**config.mk**
```make
export PLATFORM = sky130hd
export DESIGN_NAME = serial_lane_sync_status_regs
export DESIGN_NICKNAME = d
export VERILOG_FILES = /design/src/common/lane_status_pkg.sv /design/src/rtl/lane_status_capture.sv /design/src/rtl/serial_lane_sync_status_regs.sv
export SDC_FILE = /design/constraint.sdc
export NUM_CORES = 1
export LEC_CHECK = 0
export BUFFER_PORTS_ARGS = -buffer_cell sky130_fd_sc_hd__buf_2
export CAP_MARGIN = 20
export CORE_AREA = 4 4 115 117
export CTS_CLUSTER_DIAMETER = 150
export CTS_CLUSTER_SIZE = 40
export DETAILED_ROUTE_END_ITERATION = 8
export DIE_AREA = 0 0 119 121
export HOLD_SLACK_MARGIN = 0.15
export PLACE_DENSITY_LB_ADDON = 0.08
export SYNTH_ARGS = -nofsm -noshare
export SYNTH_HDL_FRONTEND = slang
export SYNTH_SLANG_ARGS = --single-unit
```
**constraint.sdc**
```tcl
create_clock -name i_clk -period 2.45 [get_ports i_clk]
set_input_delay 0.3675 -clock i_clk [delete_from_list [all_inputs] [get_ports i_clk]]
set_output_delay 0.3675 -clock i_clk [all_outputs]
set_load 0.1 [all_outputs]
```
**src/common/lane_status_pkg.sv**
```systemverilog
// package with register map, lane status carriers and helpers for the lane status bank
package lane_status_pkg;

  // fixed block dimensions
  localparam int LANE_COUNT = 8;
  localparam int LINK_COUNT = 2;
  localparam int PAGE_W     = 1;

  // register indices; the byte address is four times the index
  localparam logic [11:0] IDX_CTRL_ERR   = 12'h46F;
  localparam logic [11:0] IDX_CODE_LOCK  = 12'h470;
  localparam logic [11:0] IDX_FRAME_LOCK = 12'h471;
  localparam logic [11:0] IDX_IRQ_STATUS = 12'h474;
  localparam logic [11:0] IDX_IRQ_MASK   = 12'h475;

  // reset values
  localparam logic [7:0]  FLAGS_RESET    = 8'h00;
  localparam logic [2:0]  IRQ_RESET      = 3'h0;

  // interrupt status and mask bit positions
  localparam int IRQ_CODE_LOST  = 0;
  localparam int IRQ_FRAME_LOST = 1;
  localparam int IRQ_ERR_HIT    = 2;
  localparam int IRQ_W          = 3;

  // raw status of one link as delivered by the lane receivers
  typedef struct packed {
    logic [LANE_COUNT-1:0][7:0] err_count;
    logic [LANE_COUNT-1:0]      code_lock;
    logic [LANE_COUNT-1:0]      frame_lock;
  } lane_status_t;

  // per-lane flags of the selected link, as software reads them
  typedef struct packed {
    logic [LANE_COUNT-1:0] ctrl_err;
    logic [LANE_COUNT-1:0] code_lock;
    logic [LANE_COUNT-1:0] frame_lock;
  } flag_set_t;

  // state of the capture stage
  typedef struct packed {
    flag_set_t         flags;
    logic [PAGE_W-1:0] page;
  } capture_state_t;

  // state of the register bank
  typedef struct packed {
    flag_set_t         seen;
    logic [PAGE_W-1:0] seen_page;
    logic [IRQ_W-1:0]  irq_status;
    logic [IRQ_W-1:0]  irq_mask;
    logic [31:0]       prdata;
    logic              pready;
    logic              pslverr;
    logic              irq;
  } bank_state_t;

  // error count at or above the threshold
  function automatic logic threshold_hit(input logic [7:0] count, input logic [7:0] threshold);
    return count >= threshold;
  endfunction : threshold_hit

  // byte address of a register index
  function automatic logic [15:0] byte_addr(input logic [11:0] idx);
    return {2'b00, idx, 2'b00};
  endfunction : byte_addr

endpackage : lane_status_pkg

```
**src/rtl/lane_status_capture.sv**
```systemverilog
// capture stage: compares error counts and picks the flags of the selected link
`timescale 1ns/1ps
module lane_status_capture
  import lane_status_pkg::*;
(
  input  wire logic                           i_clk,
  input  wire logic                           i_reset_n,
  input  wire lane_status_t [LINK_COUNT-1:0]  i_links,
  input  wire logic [PAGE_W-1:0]              i_link_page,
  input  wire logic [7:0]                     i_threshold,
  output flag_set_t                           o_flags,
  output logic [PAGE_W-1:0]                   o_page
);

  capture_state_t st;
  capture_state_t next_st;

  // flags of the selected link only, one register stage
  always_comb begin
    next_st = st;
    next_st.page = i_link_page;
    for (int n = 0; n < LANE_COUNT; n++) begin
      next_st.flags.ctrl_err[n] = threshold_hit(i_links[i_link_page].err_count[n], i_threshold);
    end
    next_st.flags.code_lock  = i_links[i_link_page].code_lock;
    next_st.flags.frame_lock = i_links[i_link_page].frame_lock;
  end

  // state register
  always_ff @(posedge i_clk or negedge i_reset_n) begin
    if (!i_reset_n) begin
      st <= '{flags: '{FLAGS_RESET, FLAGS_RESET, FLAGS_RESET}, page: '0};
    end else begin
      st <= next_st;
    end
  end

  assign o_flags = st.flags;
  assign o_page  = st.page;

  // helper views of the selected link for checking
  logic [LANE_COUNT-1:0] sel_hit;
  logic [LANE_COUNT-1:0] sel_code;
  always_comb begin
    sel_hit = '0;
    for (int n = 0; n < LANE_COUNT; n++) begin
      sel_hit[n] = i_links[i_link_page].err_count[n] >= i_threshold;
    end
  end
  assign sel_code = i_links[i_link_page].code_lock;

  // compare checks start one edge after release, so only chk_reset_clear compares the reset-held stage
  chk_err_low_lanes: assert property (@(posedge i_clk) disable iff (!i_reset_n)
    i_reset_n |=> o_flags.ctrl_err[2:0] == $past(sel_hit[2:0]))
    else $error("low lane error flag disagrees with threshold");
  chk_err_high_lanes: assert property (@(posedge i_clk) disable iff (!i_reset_n)
    i_reset_n |=> o_flags.ctrl_err[7:3] == $past(sel_hit[7:3]))
    else $error("upper lane error flag disagrees with threshold");
  chk_page_follow: assert property (@(posedge i_clk) disable iff (!i_reset_n)
    i_reset_n |=> (o_page == $past(i_link_page)) && (o_flags.code_lock == $past(sel_code)))
    else $error("flags do not follow the selected link");
  chk_reset_clear: assert property (@(posedge i_clk)
    $rose(i_reset_n) |-> (o_flags == '0))
    else $error("status flags not zero after reset");

endmodule : lane_status_capture

```
**src/rtl/serial_lane_sync_status_regs.sv**
```systemverilog
// lane status register bank on APB with lock loss and error interrupts
//
// Our own choice: the APB interface to the registers.
`timescale 1ns/1ps
// Functional notes
// - lanes 2..0 error flag is one when count reaches threshold, else zero.
// - code group lock register, bit n is lane n lock, one while held.
// - frame lock register, bit n is lane n, one when frame lock achieved.
// - all flags show the link chosen by the page select, that link only.
// - error flag register also covers lanes 7..3 with the same compare.
// - frame lock bits 1 and 0 report lanes 1 and 0, same encoding.
module serial_lane_sync_status_regs
  import lane_status_pkg::*;
(
  input  wire logic                           i_clk,
  input  wire logic                           i_reset_n,
  input  wire logic                           i_psel,
  input  wire logic                           i_penable,
  input  wire logic                           i_pwrite,
  input  wire logic [15:0]                    i_paddr,
  input  wire logic [31:0]                    i_pwdata,
  input  wire logic [3:0]                     i_pstrb,
  output logic      [31:0]                    o_prdata,
  output logic                                o_pready,
  output logic                                o_pslverr,
  input  wire lane_status_t [LINK_COUNT-1:0]  i_links,
  input  wire logic [PAGE_W-1:0]              i_link_page,
  input  wire logic [7:0]                     i_threshold,
  output logic                                o_irq
);

  flag_set_t          cap_flags;
  logic [PAGE_W-1:0]  cap_page;
  bank_state_t        st;
  bank_state_t        next_st;
  logic               access;
  logic               done;
  logic [IRQ_W-1:0]   events;
  logic [IRQ_W-1:0]   clear;
  logic               same_page;

  // comparison and page selection stage
  lane_status_capture u_capture (
    .i_clk       (i_clk),
    .i_reset_n   (i_reset_n),
    .i_links     (i_links),
    .i_link_page (i_link_page),
    .i_threshold (i_threshold),
    .o_flags     (cap_flags),
    .o_page      (cap_page)
  );

  // bus phases: one wait state, writes act at the completing edge
  assign access = i_psel & i_penable;
  assign done   = access & st.pready;

  // edge events on the selected view, muted across a page change
  assign same_page = (cap_page == st.seen_page);
  assign events[IRQ_CODE_LOST]  = same_page & (|(st.seen.code_lock & ~cap_flags.code_lock));
  assign events[IRQ_FRAME_LOST] = same_page & (|(st.seen.frame_lock & ~cap_flags.frame_lock));
  assign events[IRQ_ERR_HIT]    = same_page & (|(~st.seen.ctrl_err & cap_flags.ctrl_err));

  // write one to clear the interrupt status
  assign clear = (done && i_pwrite && i_pstrb[0] && i_paddr == byte_addr(IDX_IRQ_STATUS))
               ? i_pwdata[IRQ_W-1:0] : '0;

  // next state of the bank
  always_comb begin
    next_st = st;
    next_st.pready  = access & ~st.pready;
    next_st.pslverr = 1'b0;
    next_st.prdata  = '0;
    if (access && !st.pready) begin
      case (i_paddr)
        byte_addr(IDX_CTRL_ERR): begin
          next_st.prdata = {24'h000000, i_pwrite ? 8'h00 : cap_flags.ctrl_err};
        end
        byte_addr(IDX_CODE_LOCK): begin
          next_st.prdata = {24'h000000, i_pwrite ? 8'h00 : cap_flags.code_lock};
        end
        byte_addr(IDX_FRAME_LOCK): begin
          next_st.prdata = {24'h000000, i_pwrite ? 8'h00 : cap_flags.frame_lock};
        end
        byte_addr(IDX_IRQ_STATUS): begin
          next_st.prdata = {29'h0000000, i_pwrite ? 3'h0 : st.irq_status};
        end
        byte_addr(IDX_IRQ_MASK): begin
          next_st.prdata = {29'h0000000, i_pwrite ? 3'h0 : st.irq_mask};
        end
        default: begin
          next_st.pslverr = 1'b1; // unmapped address
        end
      endcase
    end
    // lane status registers ignore writes; the mask takes one, and the interrupt status takes a write-one-to-clear
    if (done && i_pwrite && i_pstrb[0] && i_paddr == byte_addr(IDX_IRQ_MASK)) begin
      next_st.irq_mask = i_pwdata[IRQ_W-1:0];
    end
    // set wins over a clear in the same cycle
    next_st.irq_status = (st.irq_status & ~clear) | events;
    next_st.seen       = cap_flags;
    next_st.seen_page  = cap_page;
    next_st.irq        = |(next_st.irq_status & next_st.irq_mask);
  end

  // state register
  always_ff @(posedge i_clk or negedge i_reset_n) begin
    if (!i_reset_n) begin
      st <= '{seen: '{FLAGS_RESET, FLAGS_RESET, FLAGS_RESET}, seen_page: '0,
              irq_status: IRQ_RESET, irq_mask: IRQ_RESET, prdata: 32'h00000000,
              pready: 1'b0, pslverr: 1'b0, irq: 1'b0};
    end else begin
      st <= next_st;
    end
  end

  assign o_prdata  = st.prdata;
  assign o_pready  = st.pready;
  assign o_pslverr = st.pslverr;
  assign o_irq     = st.irq;

  // helper views for checking
  logic [7:0] cap_code;
  logic [7:0] cap_frame;
  logic [7:0] cap_err;
  logic       rd_done;
  assign cap_code  = cap_flags.code_lock;
  assign cap_frame = cap_flags.frame_lock;
  assign cap_err   = cap_flags.ctrl_err;
  assign rd_done   = o_pready & i_psel & i_penable & ~i_pwrite;

  chk_read_code_lock: assert property (@(posedge i_clk) disable iff (!i_reset_n)
    (rd_done && i_paddr == byte_addr(IDX_CODE_LOCK)) |-> o_prdata == {24'h000000, $past(cap_code)})
    else $error("code lock read does not match lane flags");
  chk_read_frame_lock: assert property (@(posedge i_clk) disable iff (!i_reset_n)
    (rd_done && i_paddr == byte_addr(IDX_FRAME_LOCK)) |-> o_prdata[7:0] == $past(cap_frame))
    else $error("frame lock read does not match lane flags");
  chk_frame_low_lanes: assert property (@(posedge i_clk) disable iff (!i_reset_n)
    (rd_done && i_paddr == byte_addr(IDX_FRAME_LOCK)) |-> o_prdata[1:0] == $past(cap_frame[1:0]))
    else $error("frame lock lanes 1 and 0 misreported");
  chk_read_err_flags: assert property (@(posedge i_clk) disable iff (!i_reset_n)
    (rd_done && i_paddr == byte_addr(IDX_CTRL_ERR)) |-> o_prdata == {24'h000000, $past(cap_err)})
    else $error("error flag read does not match compare");
  chk_ro_write_ignored: assert property (@(posedge i_clk) disable iff (!i_reset_n)
    (o_pready && i_psel && i_penable && i_pwrite && i_paddr == byte_addr(IDX_CODE_LOCK))
    |-> !o_pslverr ##1 (st.irq_mask == $past(st.irq_mask)))
    else $error("write to read-only register had an effect");
  chk_one_wait_state: assert property (@(posedge i_clk) disable iff (!i_reset_n)
    (i_psel && !i_penable) ##1 (i_psel && i_penable) |-> !o_pready ##1 o_pready)
    else $error("answer not after exactly one wait state");
  chk_set_beats_clear: assert property (@(posedge i_clk) disable iff (!i_reset_n)
    (events[IRQ_CODE_LOST] && clear[IRQ_CODE_LOST]) |=> st.irq_status[IRQ_CODE_LOST])
    else $error("lock loss event lost to a clear");
  chk_irq_follows: assert property (@(posedge i_clk) disable iff (!i_reset_n)
    (|(events & st.irq_mask)) |=> o_irq)
    else $error("unmasked event did not raise the interrupt");

  cov_code_lock_read: cover property (@(posedge i_clk) disable iff (!i_reset_n)
    rd_done && i_paddr == byte_addr(IDX_CODE_LOCK) && o_prdata != 32'h00000000);
  cov_irq_raised: cover property (@(posedge i_clk) disable iff (!i_reset_n) $rose(o_irq));
  cov_page_change: cover property (@(posedge i_clk) disable iff (!i_reset_n) !same_page);
  cov_err_hit: cover property (@(posedge i_clk) disable iff (!i_reset_n) events[IRQ_ERR_HIT]);

endmodule : serial_lane_sync_status_regs

```
Yosys cells after proc, flatten, opt, wreduce, memory -nomap -nowiden
Index checks and enable logic that the tools add are counted.
{"block": "totals", "ramBits": 0, "romBits": 0, "elab_cells": 70, "latchBits": 0, "memories": 0, "reg_bits": 91, "inputBits": 226}
{"block": "op_classes", "bitwise_logic": 17, "reduce_logical": 11, "addsub": 0, "mul": 0, "n_eq_ne": 6, "n_lt_le_gt_ge": 9, "n_mux": 13, "div": 0, "n_shift": 0}
{"cell": "$mux 80", "count": 2}
{"cell": "$eq 16x13->1 const B", "count": 5}
{"cell": "$ge 8x8->1", "count": 8}
{"cell": "$pmux 8 s5", "count": 1}
{"cell": "$mux 8", "count": 4}
{"cell": "$and 8x8->8", "count": 3}
{"cell": "$not 8->8", "count": 3}
{"cell": "$reduce_or 8->1", "count": 3}
{"cell": "$mux 3", "count": 4}
{"cell": "$and 1x1->1", "count": 6}
{"cell": "$and 3x3->3", "count": 2}
{"cell": "$logic_and 1x1->1", "count": 5}
{"cell": "$reduce_or 5->1", "count": 1}
{"cell": "$not 3->3", "count": 1}
{"cell": "$or 3x3->3", "count": 1}
{"cell": "$reduce_or 3->1", "count": 1}
{"cell": "$lt 1x2->1 const B", "count": 1}
{"cell": "$mux 1", "count": 2}
{"cell": "$eq 1x1->1", "count": 1}
{"cell": "$logic_not 1->1", "count": 1}
{"cell": "$not 1->1", "count": 1}

Logic depth before layout (Yosys ltp)
{"block": "logic_depth", "ltp_word": 11, "depth_mapped": 10}

Cells and area by module
From an unflattened synthesis, not the netlist that was laid out.
{"block": "hier_totals", "hier_cells": 435, "area_unflattened_um2": 5265.0}
{"mod": "lane_status_capture", "n_inst": 1, "cells_per_inst": 257, "seq_area_each_um2": 625.6, "area_per_inst_um2": 3265.6}
{"mod": "serial_lane_sync_status_regs", "n_inst": 1, "cells_per_inst": 178, "seq_area_each_um2": 1051.0, "area_per_inst_um2": 1999.4}

Worst setup path before layout
OpenSTA, ideal clock, no wires.
{"block": "synth_path", "kind": "reg2reg", "from": "register st, in the netlist o_pready", "to": "register st, in the netlist o_irq", "path_stages_with_launch": 7, "setup_ps": 126, "path_slack_ps": -7, "synth_period_minus_slack_ps": 2457, "n_path_buf": 0, "arrival_ps": 2331, "cell_sequence": "dfrtp_1 -> nand3_1 -> or2_2 -> nor4_4 -> mux2_2 -> and2_1 -> a221o_1"}
{"item": "start, declared", "line_no": "serial_lane_sync_status_regs.sv:34", "rtl": "bank_state_t st;"}
{"item": "start signal, assigned", "line_no": "serial_lane_sync_status_regs.sv:109", "rtl": "st <= '{seen: '{FLAGS_RESET, FLAGS_RESET, FLAGS_RESET}, seen_page: '0,"}
{"item": "start signal, assigned", "line_no": "serial_lane_sync_status_regs.sv:113", "rtl": "st <= next_st;"}

==> impl_metrics.py <==
metrics = {
    "setup_path": {
        "path_max_fanout": 30,
        "cp-end-kind": "register",
        "worst_setup_path_start_kind": "primary input",
        "rr_worst_depth": 6,
        "cp_data_arrival_time_ps": 2170,
        "reg2reg_slack_ps": 520,
        "r2r_end": "o_irq$_DFF_PN0_",
        "rr_startpoint": "o_pready$_DFF_PN0_",
        "path_class": "in2reg",
        "required_ps": 2650,
    },
    "die": {
        "fp.dieW_um": 119,
        "start_util_pct": 39.0,
        "ios": 261,
        "die_area_mm2": 0.0144,
        "fp-row-count": 41,
        "die_h_um": 121,
        "core_area_mm2": 0.0124,
    },
    "global_route": {
        "grt_max_degree": 38,
        "grt_pass1_wl_mm": 18.7,
        "grt_pass1_vias": 3999,
        "grt-ovfl-total": 0,
        "track_usage_pct": 16.3,
        "grt_antenna_before_repair": 0,
    },
    "timing": {
        "worst_pin_slew_ps": 555,
        "period_share_pct": 80.3,
        "slew_viol_final": 0,
        "setup_ws_ps": 482,
        "clock_skew_ps": 5.21,
        "fmax_ghz": 0.508,
        "tns_ps": 0,
        "rsz0062_at_grt": "false",
        "slew_headroom_pct": 63.0,
        "period_needed_ps": 1970,
        "hold_violations": 0,
        "setup_viol": 0,
    },
    "routing": {
        "met1_length_mm": 4.67,
        "route.met3.wl_um": 776,
        "wl_mm": 11.9,
        "avgRoutedWirePerCell_um": 14.3,
        "wl_met2_mm": 6.31,
        "dr.max_layer_used": "met4",
        "via_per_inst": 4.69,
        "drt_iter0_drc": 127,
        "drc_errors": 0,
        "vias": 3885,
        "ant_nets": 0,
        "first_pass_iters": 5,
    },
    "cells_and_area": {
        "antenna_cells": 0,
        "finalNetCount": 942,
        "syn_to_final_growth_pct": 30.5,
        "drive_above_1_share_pct": 47.9,
    },
    "synthesis": {
        "yosys_warnings": 0,
        "post-synth-top-count-cell": "mux2_2",
        "synth_area_leaders": "dfrtp_1, mux2_2, ha_1",
        "synth_area_mm2": 0.00482,
        "synthTopCellsByCount": "mux2_2, dfrtp_1, ha_1",
        "yosysTopAreaCell": "dfrtp_1",
        "yosys.area.top_type_share_pct": 34.8,
        "ys_seq_area_share_pct": 34.8,
        "synth_edf_count": 0,
        "ys.flop_type": "dfrtp_1",
        "ys_ff_latch": 67,
        "netlist_instances": 447,
        "avgSynthCellArea_um2": 10.8,
        "ys_types": 40,
        "async_reset_ff_share_pct": 100,
    },
    "pwr": {
        "p_per_area_mw_per_mm2": 538,
        "p_total_mw": 3.38,
        "power_leakage_nw": 3.17,
        "ir_drop_mv": 0.273,
    },
    "clocking": {
        "cts_root_buffer": "clkbuf_16",
        "insertion_delay_ps": 330,
        "clockBufferDepth": 2,
        "clock-sinks": 67,
        "path_clk_slew_ps": 50,
        "post_cts_buffers": 0,
        "cts_tree": "done",
        "ctsResizeCount": 0,
        "cts_inserted_buffers": 9,
        "htreeDepth": 3,
    },
    "placement": {
        "preCtsSetupSlack_ps": 146,
        "portBuffers": 204,
        "finalWeightedCongestion": 0.838,
        "dpl.hpwl_mm": 10.2,
    },
    "min_path": {
        "hold_path_startpoint": "i_links[82]",
        "whs_endpoint": "u_capture.o_flags[2]$_DFF_PN0_",
        "hold_depth": 2,
        "hp-class": "in2reg",
    },
    "flow_run": {
        "drv_cap": 0,
    },
    "run_status": {
        "status": "finished clean",
    },
}
==> report_power, final <==
part / internal (mW) / leakage, nW / switching [mW] / total [mW]
clock network: 0.843 / 0.144 / 0.452 / 1.30
logic: 0.365 / 2.21 / 0.470 / 0.835
registers: 1.20 / 0.818 / 0.0566 / 1.25
==> worst max-delay path, cell delays in order <==
cell and delay (ps):
buf_4 150, buf_12 210, mux2_2 360, ha_1 270
a21oi_1 130, nor2b_1 60, o21ai_0 170, a21oi_1 120
o41a_1 320
==> cells by family (layout without fill, tap and decap cells) <==
logic type,count (synthesis),in the layout,share of synthesized area (%)
AOI/OAI and AO/OA,71,71,10.0
xor gates and xnor gates,1,1,0.182
adders and majority gates,64,64,16.6
buffers and inverters,74,261,8.25
DFF,67,67,34.8
muxes,83,83,19.2
other,1,24,0.0777
and+or+nand+nor,86,86,10.9
==> placed cells by master (no fill, tap or decap), drive strengths merged, types with 11 or more instances in the layout <==
cell	instances
nor3	16
ha	64
conb	24
mux2	75
buf	212
dfrtp	67
a21oi	19
o21ai	17
inv	32
o22ai	12
nor2	29
clkbuf	11
==> state kept, by name (all words and copies together) (netlist names) <==
| register | count |
|---|---|
| o_pslverr | 1 |
| o_irq | 1 |
| u_capture.o_flags | 24 |
| o_pready | 1 |
| o_prdata | 8 |
| st | 31 |
| u_capture.o_page | 1 |
==> through the flow <==
stage	utilization, %	hold WS [ps]	cells	cell area, um2
2_1_floorplan	-	71.9	470	4910
3_3_place_gp	48.3	379	812	5970
3_5_place_dp	48.3	381	812	5970
4_1_cts	50.9	262	829	6290
5_1_grt	50.9	269	829	6290
6_report	50.9	271	829	6290
==> worst max-delay path by stage <==
stage	start	end	slack [ps]
after floorplan	i_link_page	u_capture.o_flags[16]$_DFF_PN0_	40
after global placement	i_link_page	u_capture.o_flags[20]$_DFF_PN0_	150
after detailed placement	i_link_page	u_capture.o_flags[17]$_DFF_PN0_	150
after CTS	i_link_page	u_capture.o_flags[17]$_DFF_PN0_	480
after global routing	i_link_page	u_capture.o_flags[17]$_DFF_PN0_	320
final	i_link_page	u_capture.o_flags[17]$_DFF_PN0_	480
==> layout make-up <==
| class | instances | area, um2 |
|---|---|---|
| Multi-Input combinational cell | 329 | 2840 |
| Inverter | 32 | 120 |
| Sequential cell | 67 | 1680 |
| Clock buffer | 11 | 253 |
| Clock inverter | 5 | 61.3 |
| Tap cell | 172 | 215 |
| Timing Repair Buffer | 213 | 1130 |
| Fill cell | 1120 | 6070 |
==> what timing repair did <==
item / CTS / global route
hold endpoints to repair: 21 / 0
setup endpoints to repair: 0 / 0
hold buffers: 1 / 0
==> metal layers <==
layer	global-route usage [%]	vias up
li1	-	1992
met1	18.4	1744
met2	31.2	141
met3	2.70	8
met4	5.21	0
met5	0	-
(Power assumes the default switching activity.)
